==> config.mk <==
export PLATFORM = sky130hd
export DESIGN_NAME = servo_motion_command_handler
export DESIGN_NICKNAME = d
export VERILOG_FILES = /design/src/hdl/smch_pkg.sv /design/src/hdl/servo_motion_command_handler.sv /design/src/hdl/smch_byte_ram.sv
export VERILOG_INCLUDE_DIRS = /design/src /design/src/hdl
export SDC_FILE = /design/constraint.sdc
export NUM_CORES = 1
export LEC_CHECK = 0
export ABC_AREA = 1
export BUFFER_PORTS_ARGS = -buffer_cell sky130_fd_sc_hd__clkbuf_2
export CAP_MARGIN = 10
export CORE_ASPECT_RATIO = 1.1
export CORE_MARGIN = 2
export CORE_UTILIZATION = 25
export CTS_CLUSTER_DIAMETER = 120
export DETAILED_ROUTE_END_ITERATION = 6
export GPL_TIMING_DRIVEN = 1
export HOLD_SLACK_MARGIN = 0.1
export PLACE_DENSITY = 0.47
export SETUP_SLACK_MARGIN = 0.5
export SKIP_CTS_REPAIR_TIMING = 1
export SYNTH_ARGS = -nofsm -noshare
export SYNTH_HDL_FRONTEND = slang
export SYNTH_SLANG_ARGS = --single-unit
==> constraint.sdc <==
create_clock -name clk_sys -period 15.3 [get_ports clk_sys]
set_input_delay 2.295 -clock clk_sys [delete_from_list [all_inputs] [get_ports clk_sys]]
set_output_delay 2.295 -clock clk_sys [all_outputs]
set_load 0.02 [all_outputs]
==> src/hdl/smch_map.svh <==
`ifndef SMCH_MAP_SVH
`define SMCH_MAP_SVH

// Timing: system clock period and base servo tick (51.2 us)
`define SMCH_CLK_NS         40
`define SMCH_TICK_NS        51200
`define SMCH_TICK_CYC       (`SMCH_TICK_NS / `SMCH_CLK_NS)

// Command values (low nibble of the command byte)
`define SMCH_CMD_LOAD       4'h4
`define SMCH_CMD_START      4'h5
`define SMCH_CMD_GAIN       4'h6
`define SMCH_CMD_STOP       4'h7
`define SMCH_CMD_IO         4'h8
`define SMCH_CMD_HOME       4'h9

// Data byte index of each set-gain field (low byte first)
`define SMCH_GAIN_KP        4'h0
`define SMCH_GAIN_KD        4'h2
`define SMCH_GAIN_KI        4'h4
`define SMCH_GAIN_IL        4'h6
`define SMCH_GAIN_OL        4'h8
`define SMCH_GAIN_CL        4'h9
`define SMCH_GAIN_EL        4'hA
`define SMCH_GAIN_SR        4'hC

// Stop-control bits
`define SMCH_STOP_DRV       0
`define SMCH_STOP_OFF       1
`define SMCH_STOP_ABRUPT    2
`define SMCH_STOP_SMOOTH    3
`define SMCH_STOP_HERE      4
`define SMCH_STOP_POS_LEN   4'h5

// I/O-control bits
`define SMCH_IO_BRAKE_MODE  0
`define SMCH_IO_BRAKE_STATE 1
`define SMCH_IO_PATH        6

// Homing-control bits
`define SMCH_HOME_OFF       2
`define SMCH_HOME_ABRUPT    4
`define SMCH_HOME_SMOOTH    5
`define SMCH_HOME_EV_MASK   8'hCB

// Load-trajectory immediate-start bit
`define SMCH_LOAD_NOW       7

// Reset values
`define SMCH_RST_OL         8'hFA
`define SMCH_RST_SR         8'h01

`endif

==> src/hdl/smch_pkg.sv <==
package smch_pkg;

    typedef enum logic [3:0] {
        SMCH_IDLE    = 4'h1,
        SMCH_COLLECT = 4'h2,
        SMCH_WALK    = 4'h4,
        SMCH_EXEC    = 4'h8
    } smch_fsm_t;

    typedef struct packed {
        logic [15:0][7:0] mem;
        logic [7:0]       rd;
    } smch_ram_t;

    typedef struct packed {
        smch_fsm_t   state;
        logic [3:0]  cmd;
        logic [3:0]  cnt;
        logic [3:0]  idx;
        logic [3:0]  widx;
        logic        rvalid;
        logic [3:0]  ridx;
        logic [7:0]  st_ctrl;
        logic [31:0] st_pos;
        logic [14:0] st_path;
        logic [14:0] kp;
        logic [14:0] kd;
        logic [14:0] ki;
        logic [14:0] il;
        logic [7:0]  ol;
        logic [7:0]  cl;
        logic [13:0] el;
        logic [7:0]  sr;
        logic        drv_en;
        logic        servo_en;
        logic        vel_mode;
        logic        pwm_zero;
        logic        brake_mode_select;
        logic        brake_manual_state;
        logic        traj_pending;
        logic [31:0] stop_pos;
        logic [14:0] path_count;
        logic [7:0]  home_mask;
        logic        homing;
        logic [10:0] base_cnt;
        logic        base_tick;
        logic [7:0]  sr_cnt;
        logic [14:0] pp_cnt;
        logic [3:0]  sync1;
        logic [3:0]  sync2;
        logic [3:0]  prev;
        logic        servo_tick;
        logic        path_tick;
        logic        traj_start;
        logic        traj_buffered;
        logic        stop_abrupt;
        logic        stop_smooth;
        logic        stop_jump;
        logic        home_capture;
        logic [15:0] pwm;
        logic        cl_active;
        logic        brake_out;
        logic        st_power_on;
        logic        st_rev;
        logic        st_fwd;
    } smch_state_t;

endpackage

==> src/hdl/servo_motion_command_handler.sv <==
`timescale 1ns/1ps
`default_nettype none
`include "smch_map.svh"
module servo_motion_command_handler
    import smch_pkg::*;
(
    // Clock and reset
    input  wire logic        clk_sys,
    input  wire logic        reset,
    // Command bytes from the packet framer
    input  wire logic [7:0]  rx_byte,
    input  wire logic        rx_valid,
    // Servo loop and amplifier feedback
    input  wire logic [15:0] pos_err_abs,
    input  wire logic [7:0]  motor_current,
    input  wire logic [15:0] pwm_demand,
    input  wire logic        raw_pwm_mode,
    input  wire logic        status_brake,
    // Pins
    input  wire logic        reverse_limit,
    input  wire logic        forward_limit,
    input  wire logic        index_pin,
    input  wire logic        supply_ok,
    // Filter parameters
    output logic      [14:0] proportional_gain,
    output logic      [14:0] derivative_gain,
    output logic      [14:0] integral_gain,
    output logic      [14:0] integration_limit,
    output logic      [7:0]  output_limit,
    output logic      [7:0]  current_limit,
    output logic      [13:0] position_error_limit,
    output logic      [7:0]  servo_rate_divisor,
    // Drive control
    output logic             power_driver_enable,
    output logic             servo_enable,
    output logic             velocity_mode,
    output logic      [15:0] pwm_out,
    output logic             current_limit_active,
    output logic             brake_out,
    // Timebase
    output logic             servo_tick,
    output logic             path_point_tick,
    output logic      [14:0] path_point_count,
    // Profiler events
    output logic             traj_start,
    output logic             traj_buffered,
    output logic             stop_abrupt,
    output logic             stop_smooth,
    output logic             stop_jump,
    output logic      [31:0] stop_position,
    // Homing and status
    output logic             homing_in_progress,
    output logic             home_capture,
    output logic             status_power_on,
    output logic             status_reverse_limit,
    output logic             status_forward_limit
);
    localparam logic [10:0] TICK_LAST = 11'(`SMCH_TICK_CYC - 1);

    smch_state_t q;
    smch_state_t n;
    logic [7:0]  rd_data;
    logic [3:0]  edges;
    logic [7:0]  home_ev;
    logic        perr;
    logic        trig;

    smch_byte_ram u_ram (
        .clk_sys (clk_sys),
        .reset   (reset),
        .wr_en   (q.state == SMCH_COLLECT && rx_valid),
        .wr_addr (q.idx),
        .wr_data (rx_byte),
        .rd_addr (q.widx),
        .rd_data (rd_data)
    );

    always_comb begin
        n = q;
        n.servo_tick    = 1'b0;
        n.path_tick     = 1'b0;
        n.traj_start    = 1'b0;
        n.traj_buffered = 1'b0;
        n.stop_abrupt   = 1'b0;
        n.stop_smooth   = 1'b0;
        n.stop_jump     = 1'b0;
        n.home_capture  = 1'b0;
        n.sync1 = {supply_ok, index_pin, forward_limit, reverse_limit};
        n.sync2 = q.sync1;
        n.prev  = q.sync2;
        edges   = q.sync2 ^ q.prev;
        perr    = pos_err_abs > {2'h0, q.el};
        home_ev = {q.cl_active, perr, 2'b00, edges[2], 1'b0, edges[1:0]};
        trig    = q.homing && |(q.home_mask & home_ev & `SMCH_HOME_EV_MASK);
        // Base tick, then divided servo and path ticks
        n.base_tick = (q.base_cnt == TICK_LAST);
        n.base_cnt  = n.base_tick ? 11'h000 : q.base_cnt + 11'h001;
        if (q.base_tick) begin
            if (q.sr_cnt >= q.sr) begin
                n.sr_cnt     = 8'h01;
                n.servo_tick = 1'b1;
            end else begin
                n.sr_cnt = q.sr_cnt + 8'h01;
            end
            if (q.path_count != 15'h0000) begin
                if (q.pp_cnt >= q.path_count) begin
                    n.pp_cnt    = 15'h0001;
                    n.path_tick = 1'b1;
                end else begin
                    n.pp_cnt = q.pp_cnt + 15'h0001;
                end
            end
        end
        // Home trigger acts before a new command so a fresh set wins
        if (trig) begin
            n.homing       = 1'b0;
            n.home_capture = 1'b1;
            if (q.home_mask[`SMCH_HOME_OFF]) begin
                n.servo_en = 1'b0;
                n.pwm_zero = 1'b1;
            end else if (q.home_mask[`SMCH_HOME_ABRUPT]) begin
                n.servo_en    = 1'b1;
                n.vel_mode    = 1'b1;
                n.stop_abrupt = 1'b1;
            end else if (q.home_mask[`SMCH_HOME_SMOOTH]) begin
                n.vel_mode    = 1'b1;
                n.stop_smooth = 1'b1;
            end
        end
        case (q.state)
            SMCH_IDLE: begin
                if (rx_valid) begin
                    n.cmd  = rx_byte[3:0];
                    n.cnt  = rx_byte[7:4];
                    n.idx  = 4'h0;
                    n.state = (rx_byte[7:4] == 4'h0) ? SMCH_EXEC
                                                     : SMCH_COLLECT;
                end
            end
            SMCH_COLLECT: begin
                if (rx_valid) begin
                    n.idx = q.idx + 4'h1;
                    if (q.idx == q.cnt - 4'h1) begin
                        n.state  = SMCH_WALK;
                        n.widx   = 4'h0;
                        n.rvalid = 1'b0;
                    end
                end
            end
            SMCH_WALK: begin
                n.widx   = q.widx + 4'h1;
                n.rvalid = 1'b1;
                n.ridx   = q.widx;
                if (q.rvalid) begin
                    if (q.ridx == 4'h0) begin
                        n.st_ctrl = rd_data;
                    end
                    case (q.cmd)
                        `SMCH_CMD_GAIN: begin
                            case (q.ridx)
                                `SMCH_GAIN_KP:        n.kp[7:0]  = rd_data;
                                `SMCH_GAIN_KP + 4'h1: n.kp[14:8] = rd_data[6:0];
                                `SMCH_GAIN_KD:        n.kd[7:0]  = rd_data;
                                `SMCH_GAIN_KD + 4'h1: n.kd[14:8] = rd_data[6:0];
                                `SMCH_GAIN_KI:        n.ki[7:0]  = rd_data;
                                `SMCH_GAIN_KI + 4'h1: n.ki[14:8] = rd_data[6:0];
                                `SMCH_GAIN_IL:        n.il[7:0]  = rd_data;
                                `SMCH_GAIN_IL + 4'h1: n.il[14:8] = rd_data[6:0];
                                `SMCH_GAIN_OL:        n.ol       = rd_data;
                                `SMCH_GAIN_CL:        n.cl       = rd_data;
                                `SMCH_GAIN_EL:        n.el[7:0]  = rd_data;
                                `SMCH_GAIN_EL + 4'h1: n.el[13:8] = rd_data[5:0];
                                `SMCH_GAIN_SR:        n.sr = (rd_data == 8'h00)
                                                        ? 8'h01 : rd_data;
                                default: ;
                            endcase
                        end
                        `SMCH_CMD_STOP: begin
                            case (q.ridx)
                                4'h1: n.st_pos[7:0]   = rd_data;
                                4'h2: n.st_pos[15:8]  = rd_data;
                                4'h3: n.st_pos[23:16] = rd_data;
                                4'h4: n.st_pos[31:24] = rd_data;
                                default: ;
                            endcase
                        end
                        `SMCH_CMD_IO: begin
                            case (q.ridx)
                                4'h1: n.st_path[7:0]  = rd_data;
                                4'h2: n.st_path[14:8] = rd_data[6:0];
                                default: ;
                            endcase
                        end
                        default: ;
                    endcase
                    if (q.ridx == q.cnt - 4'h1) begin
                        n.state = SMCH_EXEC;
                    end
                end
            end
            SMCH_EXEC: begin
                n.state = SMCH_IDLE;
                case (q.cmd)
                    `SMCH_CMD_START: begin
                        n.traj_start   = 1'b1;
                        n.traj_pending = 1'b0;
                    end
                    `SMCH_CMD_LOAD: begin
                        if (q.cnt != 4'h0 && q.st_ctrl[`SMCH_LOAD_NOW]) begin
                            n.traj_start   = 1'b1;
                            n.traj_pending = 1'b0;
                        end else if (q.cnt != 4'h0) begin
                            n.traj_buffered = 1'b1;
                            n.traj_pending  = 1'b1;
                        end
                    end
                    `SMCH_CMD_STOP: begin
                        n.drv_en = q.st_ctrl[`SMCH_STOP_DRV];
                        // One action only; lower bit wins if host errs
                        if (q.st_ctrl[`SMCH_STOP_OFF]) begin
                            n.servo_en = 1'b0;
                            n.pwm_zero = 1'b1;
                        end else if (q.st_ctrl[`SMCH_STOP_ABRUPT]) begin
                            n.servo_en    = 1'b1;
                            n.vel_mode    = 1'b1;
                            n.pwm_zero    = 1'b0;
                            n.stop_abrupt = 1'b1;
                        end else if (q.st_ctrl[`SMCH_STOP_SMOOTH]) begin
                            n.vel_mode    = 1'b1;
                            n.stop_smooth = 1'b1;
                        end else if (q.st_ctrl[`SMCH_STOP_HERE] &&
                                     q.cnt >= `SMCH_STOP_POS_LEN) begin
                            n.stop_pos  = q.st_pos;
                            n.stop_jump = 1'b1;
                        end
                    end
                    `SMCH_CMD_IO: begin
                        n.brake_mode_select  = q.st_ctrl[`SMCH_IO_BRAKE_MODE];
                        n.brake_manual_state = q.st_ctrl[`SMCH_IO_BRAKE_STATE];
                        if (q.st_ctrl[`SMCH_IO_PATH] && q.cnt >= 4'h3) begin
                            n.path_count = q.st_path;
                            n.pp_cnt     = 15'h0001;
                        end
                    end
                    `SMCH_CMD_HOME: begin
                        n.home_mask = q.st_ctrl;
                        n.homing    = 1'b1;
                    end
                    default: ;
                endcase
            end
            default: n.state = SMCH_IDLE;
        endcase
        if (n.traj_start) begin
            n.servo_en = ~raw_pwm_mode;
            n.pwm_zero = 1'b0;
            n.vel_mode = 1'b0;
        end
        if (q.servo_en && perr) begin
            n.servo_en = 1'b0;
            n.pwm_zero = 1'b1;
        end
        // Output stage
        if (q.pwm_zero) begin
            n.pwm = 16'h0000;
        end else if (q.servo_en) begin
            n.pwm = (pwm_demand > {8'h00, q.ol}) ? {8'h00, q.ol} : pwm_demand;
        end else if (raw_pwm_mode) begin
            n.pwm = pwm_demand;
        end else begin
            n.pwm = 16'h0000;
        end
        n.cl_active   = (q.cl != 8'h00) && (motor_current > q.cl);
        n.brake_out   = q.brake_mode_select ? q.brake_manual_state
                                            : status_brake;
        n.st_power_on = q.drv_en & q.sync2[3];
        n.st_rev      = q.drv_en & q.sync2[0];
        n.st_fwd      = q.drv_en & q.sync2[1];
    end

    always_ff @(posedge clk_sys or posedge reset) begin
        if (reset) begin
            q        <= '0;
            q.state  <= SMCH_IDLE;
            q.ol     <= `SMCH_RST_OL;
            q.sr     <= `SMCH_RST_SR;
            q.sr_cnt <= 8'h01;
            q.pp_cnt <= 15'h0001;
        end else begin
            q <= n;
        end
    end

    assign proportional_gain    = q.kp;
    assign derivative_gain      = q.kd;
    assign integral_gain        = q.ki;
    assign integration_limit    = q.il;
    assign output_limit         = q.ol;
    assign current_limit        = q.cl;
    assign position_error_limit = q.el;
    assign servo_rate_divisor   = q.sr;
    assign power_driver_enable  = q.drv_en;
    assign servo_enable         = q.servo_en;
    assign velocity_mode        = q.vel_mode;
    assign pwm_out              = q.pwm;
    assign current_limit_active = q.cl_active;
    assign brake_out            = q.brake_out;
    assign servo_tick           = q.servo_tick;
    assign path_point_tick      = q.path_tick;
    assign path_point_count     = q.path_count;
    assign traj_start           = q.traj_start;
    assign traj_buffered        = q.traj_buffered;
    assign stop_abrupt          = q.stop_abrupt;
    assign stop_smooth          = q.stop_smooth;
    assign stop_jump            = q.stop_jump;
    assign stop_position        = q.stop_pos;
    assign homing_in_progress   = q.homing;
    assign home_capture         = q.home_capture;
    assign status_power_on      = q.st_power_on;
    assign status_reverse_limit = q.st_rev;
    assign status_forward_limit = q.st_fwd;

    logic exec_stop;
    assign exec_stop = q.state == SMCH_EXEC && q.cmd == `SMCH_CMD_STOP;
endmodule
`default_nettype wire

==> src/hdl/smch_byte_ram.sv <==
`timescale 1ns/1ps
`default_nettype none
module smch_byte_ram
    import smch_pkg::*;
(
    // Clock and reset
    input  wire logic       clk_sys,
    input  wire logic       reset,
    // Write side
    input  wire logic       wr_en,
    input  wire logic [3:0] wr_addr,
    input  wire logic [7:0] wr_data,
    // Read side, data one cycle after address
    input  wire logic [3:0] rd_addr,
    output logic      [7:0] rd_data
);
    smch_ram_t q;
    smch_ram_t n;

    always_comb begin
        n = q;
        if (wr_en) begin
            n.mem[wr_addr] = wr_data;
        end
        n.rd = q.mem[rd_addr];
    end

    always_ff @(posedge clk_sys or posedge reset) begin
        if (reset) begin
            q <= '0;
        end else begin
            q <= n;
        end
    end

    assign rd_data = q.rd;
endmodule
`default_nettype wire

# Word level (Yosys, flattened, before mapping)
# Index checks and enable logic that the tools add are counted.
dict set report classes {
  add_sub_neg 6
  magnitude_cmp 10
  n_eq_ne 31
  mux 85
  bitwise 9
  n_reduce_logical 48
}
# op count
set ops {}
lappend ops {{2-to-1 mux 32 bit} 5}
lappend ops {{bitwise mux 128 bit} 1}
lappend ops {{2-to-1 mux 15 bit} 8}
lappend ops {{2-to-1 mux 16 bit} 5}
lappend ops {{AND reduction 4 bit} 19}
lappend ops {{2-to-1 mux 62 bit} 1}
lappend ops {{equality test 4 x 3 -> 1 bit (second input constant)} 9}
lappend ops {{2-to-1 mux 1 bit} 34}
lappend ops {{binary-select mux 8 bit (select 4 bit)} 1}
lappend ops {{demux 8 bit (select 4 bit)} 1}
lappend ops {{equality test 4 bit (second input constant)} 8}
lappend ops {{2-to-1 mux 8 bit} 4}
lappend ops {{2-to-1 mux 4 bit} 5}
lappend ops {{2-to-1 mux 9 bit} 2}
lappend ops {{> comparator 16 x 14 -> 1 bit} 1}
lappend ops {{> comparator 16 x 8 -> 1 bit} 1}
lappend ops {{adder 15 x 1 -> 15 bit (second input constant)} 1}
lappend ops {{>= comparator 15 bit} 1}
lappend ops {{2-to-1 mux 3 bit} 5}
lappend ops {{AND reduction 3 bit} 5}
lappend ops {{nonzero test 15 bit} 1}
lappend ops {{equality test 4 x 2 -> 1 bit (second input constant)} 3}
lappend ops {{case mux 4 bit (3 select lines)} 1}
lappend ops {{adder 11 x 1 -> 11 bit (second input constant)} 1}
lappend ops {{35 further kinds} 66}
dict set report totals {
  reg_bits 452
  input_bits 57
  out_inout_bits 178
}

# Longest topological paths before layout
# Gate-level depths: netlist of run 1.
dict set report logic_depth {
  word_depth 12
  mapped_depth 16
  ltp_nobuf 16
}

# Hierarchy
# A second synthesis of run 1 with hierarchy kept.
dict set report hier_totals {
  cells_unflattened 2541
  area_unflattened_um2 21782.1
}
# mod n_inst cells_per_inst area_per_inst_um2 seq_area_each_um2
set modules_own_cells {}
lappend modules_own_cells {servo_motion_command_handler 1 1684 15279.7 7895.1}
lappend modules_own_cells {smch_byte_ram 1 857 6502.5 3403.3}

# Worst setup path after synthesis of run 1
# Ideal clock, no wire load.
dict set report synth_path {
  kind {input port to flip-flop}
  start {in pwm_demand[3]}
  end {reg q (netlist bit pwm_out[0])}
  setup_time_ns 0.136
  arrival_ns 3.735
  path_slack_ns 11.429
  path_stages 10
  path_cell_list {ha_1 > nand2_1 > o21ai_0 > a21oi_1 > o211ai_1 > nand2_1 > nand2_1 > nand2_1 > nand2_1 > a21oi_1}
}
# item line
set synth_lines {}
lappend synth_lines {{start, declared} servo_motion_command_handler.sv:16} ;# input wire logic [15:0] pwm_demand,
lappend synth_lines {{end signal, assigned} servo_motion_command_handler.sv:290} ;# q <= n;
lappend synth_lines {{end, declared} servo_motion_command_handler.sv:60} ;# smch_state_t q;

==> summary.md, run 1 <==
| Metric | Value |
|---|---|
| Status | `complete, no violations` |
| CTS clock-pin slew for the worst setup and hold paths | `about 60 ps` |
| Slew HR | `a little under a third` |
| Sequential element share of the synthesized area | `between 50% and 60%` |
| Remaining Overflow, GRT | `0` |
| Crit share post-route | `about a quarter` |
| Gpl congestion | `0.806` |
| Pin count of the biggest net entering global routing | `159` |
| Crit Path Class | `in2async` |
| RSZ-0062 raised after global routing | `no` |
| Share of the synthesized area in the top cell type | `52.5%` |
| Worst Setup SP | `reset` |
| Die extent in y | `308 um` |
| Vias in the first global route | `15100` |
| Layout cells sized above 1 | `14.6%` |
| Remaining antenna violation count after routing | `0` |
| Pwr per Cell Area | `130 nW/um2` |
| Yosys top cell by area | `dfrtp_1` |
| Final slew viol count | `0` |
| H-tree depth | `2` |
| Hold WS | `346 ps` |
| Port buffer count | `234` |
| Residual DRC | `0` |
| Setup TNS | `0 ps` |
| EDFF count, synth | `0` |
| Largest cells by area after synthesis | `dfrtp_1 (53%), nand2_1 (10%), o21ai_0 (8.9%)` |
| Worst Hold Class | `reg2reg` |
| Cell area after synthesis | `21000 um2` |
| Least-Margin Pin Slew | `1020 ps` |
| Post-Route WL | `roughly 59000 um` |
| Clock Skew | `31.9 ps` |
| Most common cell in the netlist | `nand2_1` |
| 1st-iter DRT viols | `1125` |
| Syn Area/Cell | `roughly 8.9 um2` |
| Max Cap Violations | `0` |
| Placement row count | `111` |
| Core ar. | `between 80000 and 90000 um2` |
| Die Area | `roughly 86000 um2` |
| Synth Warn # | `0` |
| First-pass GRT wire length | `about 92000 um` |
| Primary FF master, synth | `dfrtp_1` |
| Arr. time, crit path | `roughly 4500 ps` |
| GRT Total Usage | `13.7%` |
| Initial Utilization | `25.2%` |
| CTS tree | `yes` |
| Vias per cell | `4.41` |
| Post-Layout Cell Count | `3519` |
| R2R depth | `7` |
| Maximum fanout along the worst path | `75` |
| Layout area overhead | `13.3%` |
| Ys async rst share | `100%` |
| Total leakage power | `11.4 nW` |
| Number of setup violations in the final report | `0` |
| Peak VDD IR | `0.0686 mV` |
| Mapped Cells | `2367` |
| Clock Latency Late Sink | `600 ps` |
| Synthesized net count | `~2500` |
| Worst Path Required | `approximately 16000 ps` |
| CP endpoint kind | `async pin` |
| Die Wd | `280 um` |
| Initial antenna violation count | `8` |
| Hpwl dp | `40900 um` |
| Period minus WS final | `3940 ps` |
| Worst reg2reg endpoint | `u_ram.rd_data[3]` |
| Layout Nets | `~2500` |
| Worst R2R Setup Slack | `12290 ps` |
| Top post-synthesis cells by count | `nand2_1 (562), dfrtp_1 (441), o21ai_0 (375), inv_1 (189), buf_4 (161)` |
| Post-placement cell count | `around 3400` |
| Clock Sinks | `between 400 and 500` |
| IO Count | `235` |
| Number of synthesized register bits | `451` |
| Yosys cell types | `43` |
| WL per Instance | `around 17 um` |
| Final Hold Fails | `0` |
| Worst r2r src | `q[297]` |
| Root Driver | `clkbuf_16` |
| DR vias | `~16000` |
| Total CTS buffers | `50` |
| CTS max path bufs | `3` |
| Crit start category | `input pin` |
| Total design power | `3.10 mW` |
| First-pass detailed-route iteration total | `6` |
| Worst Setup EP | `path_point_count[1]` |
| F_max | `0.254 GHz` |
-- cell families after synthesis --
logic type	synth area share, %
compound gates	12.5
xor+xnor	1.13
fa+ha+maj	3.81
buf+inv	11.1
flops	53.8
mux	0.840
simple gates	16.9
-- per-stage QoR --
step	utilization (%)	setup slack [ps]	instance area, um2
3_5_place_dp	26.5	10530	22100
2_1_floorplan	-	6910	21000
5_1_grt	28.5	10890	23800
4_1_cts	28.5	11180	23800
6_report	28.5	11360	23800
3_3_place_gp	26.5	10530	22100
-- how the worst min path moves through the flow --
stage | from | end | slack [ps] | depth (start not counted)
final | n[33] | n[29] | 350 | 0
after global routing | n[35] | n[31] | 370 | 0
after CTS | n[35] | n[31] | 350 | 0
after detailed placement | n[33] | n[29] | 330 | 0
after global placement | n[33] | n[29] | 330 | 0
after floorplan | n[33] | n[29] | 330 | 0
-- critical path: stages --
cell and delay (ps):
clkbuf_2 100, clkinvlp_4 360, buf_4 810, buf_4 870
-- power by group --
group	switching, mW	leakage, nW	internal (mW)
logic	0.379	4.49	0.141
registers	0.0634	6.11	1.27
clock network	0.504	0.841	0.748
-- layer usage --
layer	GRT usage, %	vias to the layer above	part of all wire, %
li1	-	7693	-
met1	17.8	7452	45
met2	22.9	290	48
met3	2.71	90	4.9
met4	3.84	8	2.5
met5	0	-	0.069
-- area by class of cell --
| class | count | area (um2) |
|---|---|---|
| diodes | 1 | 2.50 |
| clock buffers | 78 | 1520 |
| clock inverters | 13 | 196 |
| fillers | 8928 | 59500 |
| inverters | 193 | 728 |
| multi-input cells | 1459 | 7390 |
| flip-flops and latches | 451 | 11300 |
| well taps | 1073 | 1340 |
| repair buffers | 251 | 1310 |
-- registers in the layout, indices dropped and copies added (netlist names), 8 cells and up --
signal and flops:
current_limit 8, derivative_gain 15, integral_gain 15, integration_limit 15, n 8, output_limit 8
path_point_count 15, position_error_limit 14, proportional_gain 15, pwm_out 16, q 129, servo_rate_divisor 8
stop_position 32, u_ram.q 128, u_ram.rd_data 8
-- placed cells by master, fill, tap and decap left out, types with 3 or more instances in the layout --
cell | Yosys | layout
nand2_1 | 562 | 562
xor2_1 | 24 | 24
mux2i_1 | 12 | 12
dfrtp_1 | 441 | 440
o211ai_1 | 6 | 6
clkinv_2 | 0 | 6
clkinv_1 | 3 | 3
nand4_1 | 29 | 29
buf_4 | 161 | 16
o221ai_1 | 16 | 16
inv_1 | 189 | 188
o32ai_1 | 11 | 11
o21ai_0 | 375 | 375
clkbuf_16 | 0 | 50
nand3_1 | 65 | 64
o31ai_1 | 11 | 11
dfstp_2 | 10 | 10
nor4_1 | 19 | 19
ha_1 | 64 | 64
clkbuf_2 | 0 | 234
mux2_2 | 5 | 5
clkbuf_8 | 0 | 16
a21oi_1 | 55 | 55
bufinv_16 | 0 | 4
clkbuf_1 | 96 | 12
and3_1 | 3 | 3
nor3_1 | 25 | 25
nor2_1 | 148 | 148
o22ai_1 | 6 | 6
xnor2_1 | 3 | 3
Note: power is estimated with default switching activity, not from simulation.
==> run 2: changes to the inputs <==
- clock period: 15.3 -> 3.3 ns (I/O delays scaled with it)
==> summary.md, run 2 (synthesized netlist as in run 1, its figures left out) <==
| Metric | Value |
|---|---|
| Status | `complete, no violations` |
| GRT Total Usage | `14.0%` |
| Total leakage power | `11.6 nW` |
| Number of setup violations in the final report | `0` |
| Max reg flops | `about 130` |
| Layout Nets | `around 2600` |
| IO Count | `about 240` |
| Port buffer count | `~230` |
| Hold WS | `102 ps` |
| Gpl congestion | `0.807` |
| Die extent in y | `308 um` |
| Layout cells sized above 1 | `around 15%` |
| Total CTS buffers | `51` |
| Hold path start | `pwm_demand[14]` |
| Post-Route WL | `60500 um` |
| Initial antenna violation count | `3` |
| Root Driver | `clkbuf_16` |
| 1st-iter DRT viols | `between 1000 and 1500` |
| Remaining antenna violation count after routing | `0` |
| Clock Sinks | `451` |
| Slowest stage cell, crit path | `nand4_1` |
| DR vias | `15600` |
| WL per Instance | `about 17 um` |
| Biggest register | `q` |
| Die Wd | `between 200 and 300 um` |
| CP endpoint kind | `flip-flop` |
| Vias per cell | `4.40` |
| Die Area | `86400 um2` |
| Core ar. | `83300 um2` |
| Placement row count | `111` |
| Worst r2r src | `q[312]` |
| R2R depth | `5` |
| First-pass detailed-route iteration total | `5` |
| Commonest non-fill, non-tap cell in the layout | `nand2_1` |
| CTS clock-pin slew for the worst setup and hold paths | `60 ps` |
| Hpwl dp | `42200 um` |
| F_max | `0.418 GHz` |
| CP peak stage delay | `650 ps` |
| Final slew viol count | `0` |
| CP Cell Sequence | `nor2_1 -> inv_1 -> nor3_1 -> nand4_1 -> o21ai_0` |
| Clock Latency Late Sink | `610 ps` |
| Crit Path Class | `reg2reg` |
| Crit share post-route | `72.5%` |
| Setup TNS | `0 ps` |
| Clock Skew | `25.9 ps` |
| Slew HR | `25.1%` |
| Worst Path Required | `between 3000 and 4000 ps` |
| Period minus WS final | `2390 ps` |
| Maximum fanout along the worst path | `16` |
| Residual DRC | `0` |
| Vias in the first global route | `~15000` |
| Remaining Overflow, GRT | `0` |
| Most frequent cells in the layout | `nand2_1 (562), dfrtp_1 (440), o21ai_0 (375)` |
| Final worst setup slack | `approximately 900 ps` |
| Initial Utilization | `25.2%` |
| Pin count of the biggest net entering global routing | `about 100` |
| Least-Margin Pin Slew | `1120 ps` |
| Max Cap Violations | `0` |
| Worst Hold Depth | `3` |
| CTS max path bufs | `3` |
| Arr. time, crit path | `2900 ps` |
| Worst Hold Class | `in2reg` |
| Hold Crit Endpoint | `pwm_out[14]` |
| Layout area overhead | `14.9%` |
| Worst reg2reg endpoint | `integral_gain[2]` |
| Worst R2R Setup Slack | `between 900 and 1000 ps` |
| RSZ-0062 raised after global routing | `no` |
| Final Hold Fails | `0` |
| Peak VDD IR | `0.404 mV` |
| Crit start category | `flip-flop` |
| Place WS | `910 ps` |
| First-pass GRT wire length | `93600 um` |
| CTS tree | `yes` |
| Pwr per Cell Area | `608 nW/um2` |
| H-tree depth | `2` |
==> run 2: final cells by class <==
cell class / instances / area, um2
antenna: 1 / 2.50
clock buffer: 70 / 1420
clock inverter: 24 / 362
fill: 8925 / 59200
inverter: 193 / 728
multi-input combinational: 1459 / 7390
sequential: 451 / 11300
tap: 1073 / 1340
timing repair buffer: 275 / 1600
==> run 2: how the worst max path moves through the flow <==
stage / from / to / slack [ps] / cells past startpoint
after floorplan: reset / brake_out / -3290 / 1
after global placement: q[312] / derivative_gain[8] / 920 / 5
after detailed placement: path_point_count[4] / q[54] / 910 / 9
after CTS: path_point_count[4] / q[54] / 880 / 9
after global routing: q[316] / u_ram.q[117] / 580 / 7
final: q[312] / integral_gain[2] / 910 / 5
==> run 2: layer usage <==
layer / part of all wire, % / GRT usage, % / vias up / routed length [um]
li1: - / - / 7738 / -
met1: 46 / 18.9 / 7480 / 28100
met2: 47 / 23.2 / 296 / 28400
met3: 4.8 / 2.64 / 73 / 2870
met4: 1.8 / 3.37 / 0 / 1110
met5: 0 / 0 / - / 0
==> run 2: power breakdown <==
part	leakage (nW)	switching, mW	internal (mW)
Combinational	4.63	1.78	0.678
Sequential	6.11	0.284	5.88
Clock	0.848	2.47	3.58
Total	11.6	4.54	10.1
==> run 2: per-stage QoR <==
| step | cell area, um2 | total power, mW | utilization, % | std cells |
|---|---|---|---|---|
| 2_1_floorplan | 21000 | 7.72 | - | 2367 |
| 3_3_place_gp | 22300 | 8.78 | 26.7 | 3442 |
| 3_5_place_dp | 22300 | 8.79 | 26.7 | 3442 |
| 4_1_cts | 24000 | 15.0 | 28.9 | 3536 |
| 5_1_grt | 24100 | 15.5 | 29.0 | 3545 |
| 6_report | 24100 | 14.7 | 29.0 | 3546 |
==> run 2: worst max-delay path: cells and delay by family (launching register included) <==
family | cells | cell delay, ps
DFF | 1 | 390
buffers and inverters | 1 | 120
AOI/OAI and AO/OA | 1 | 400
and+or+nand+nor | 3 | 1400
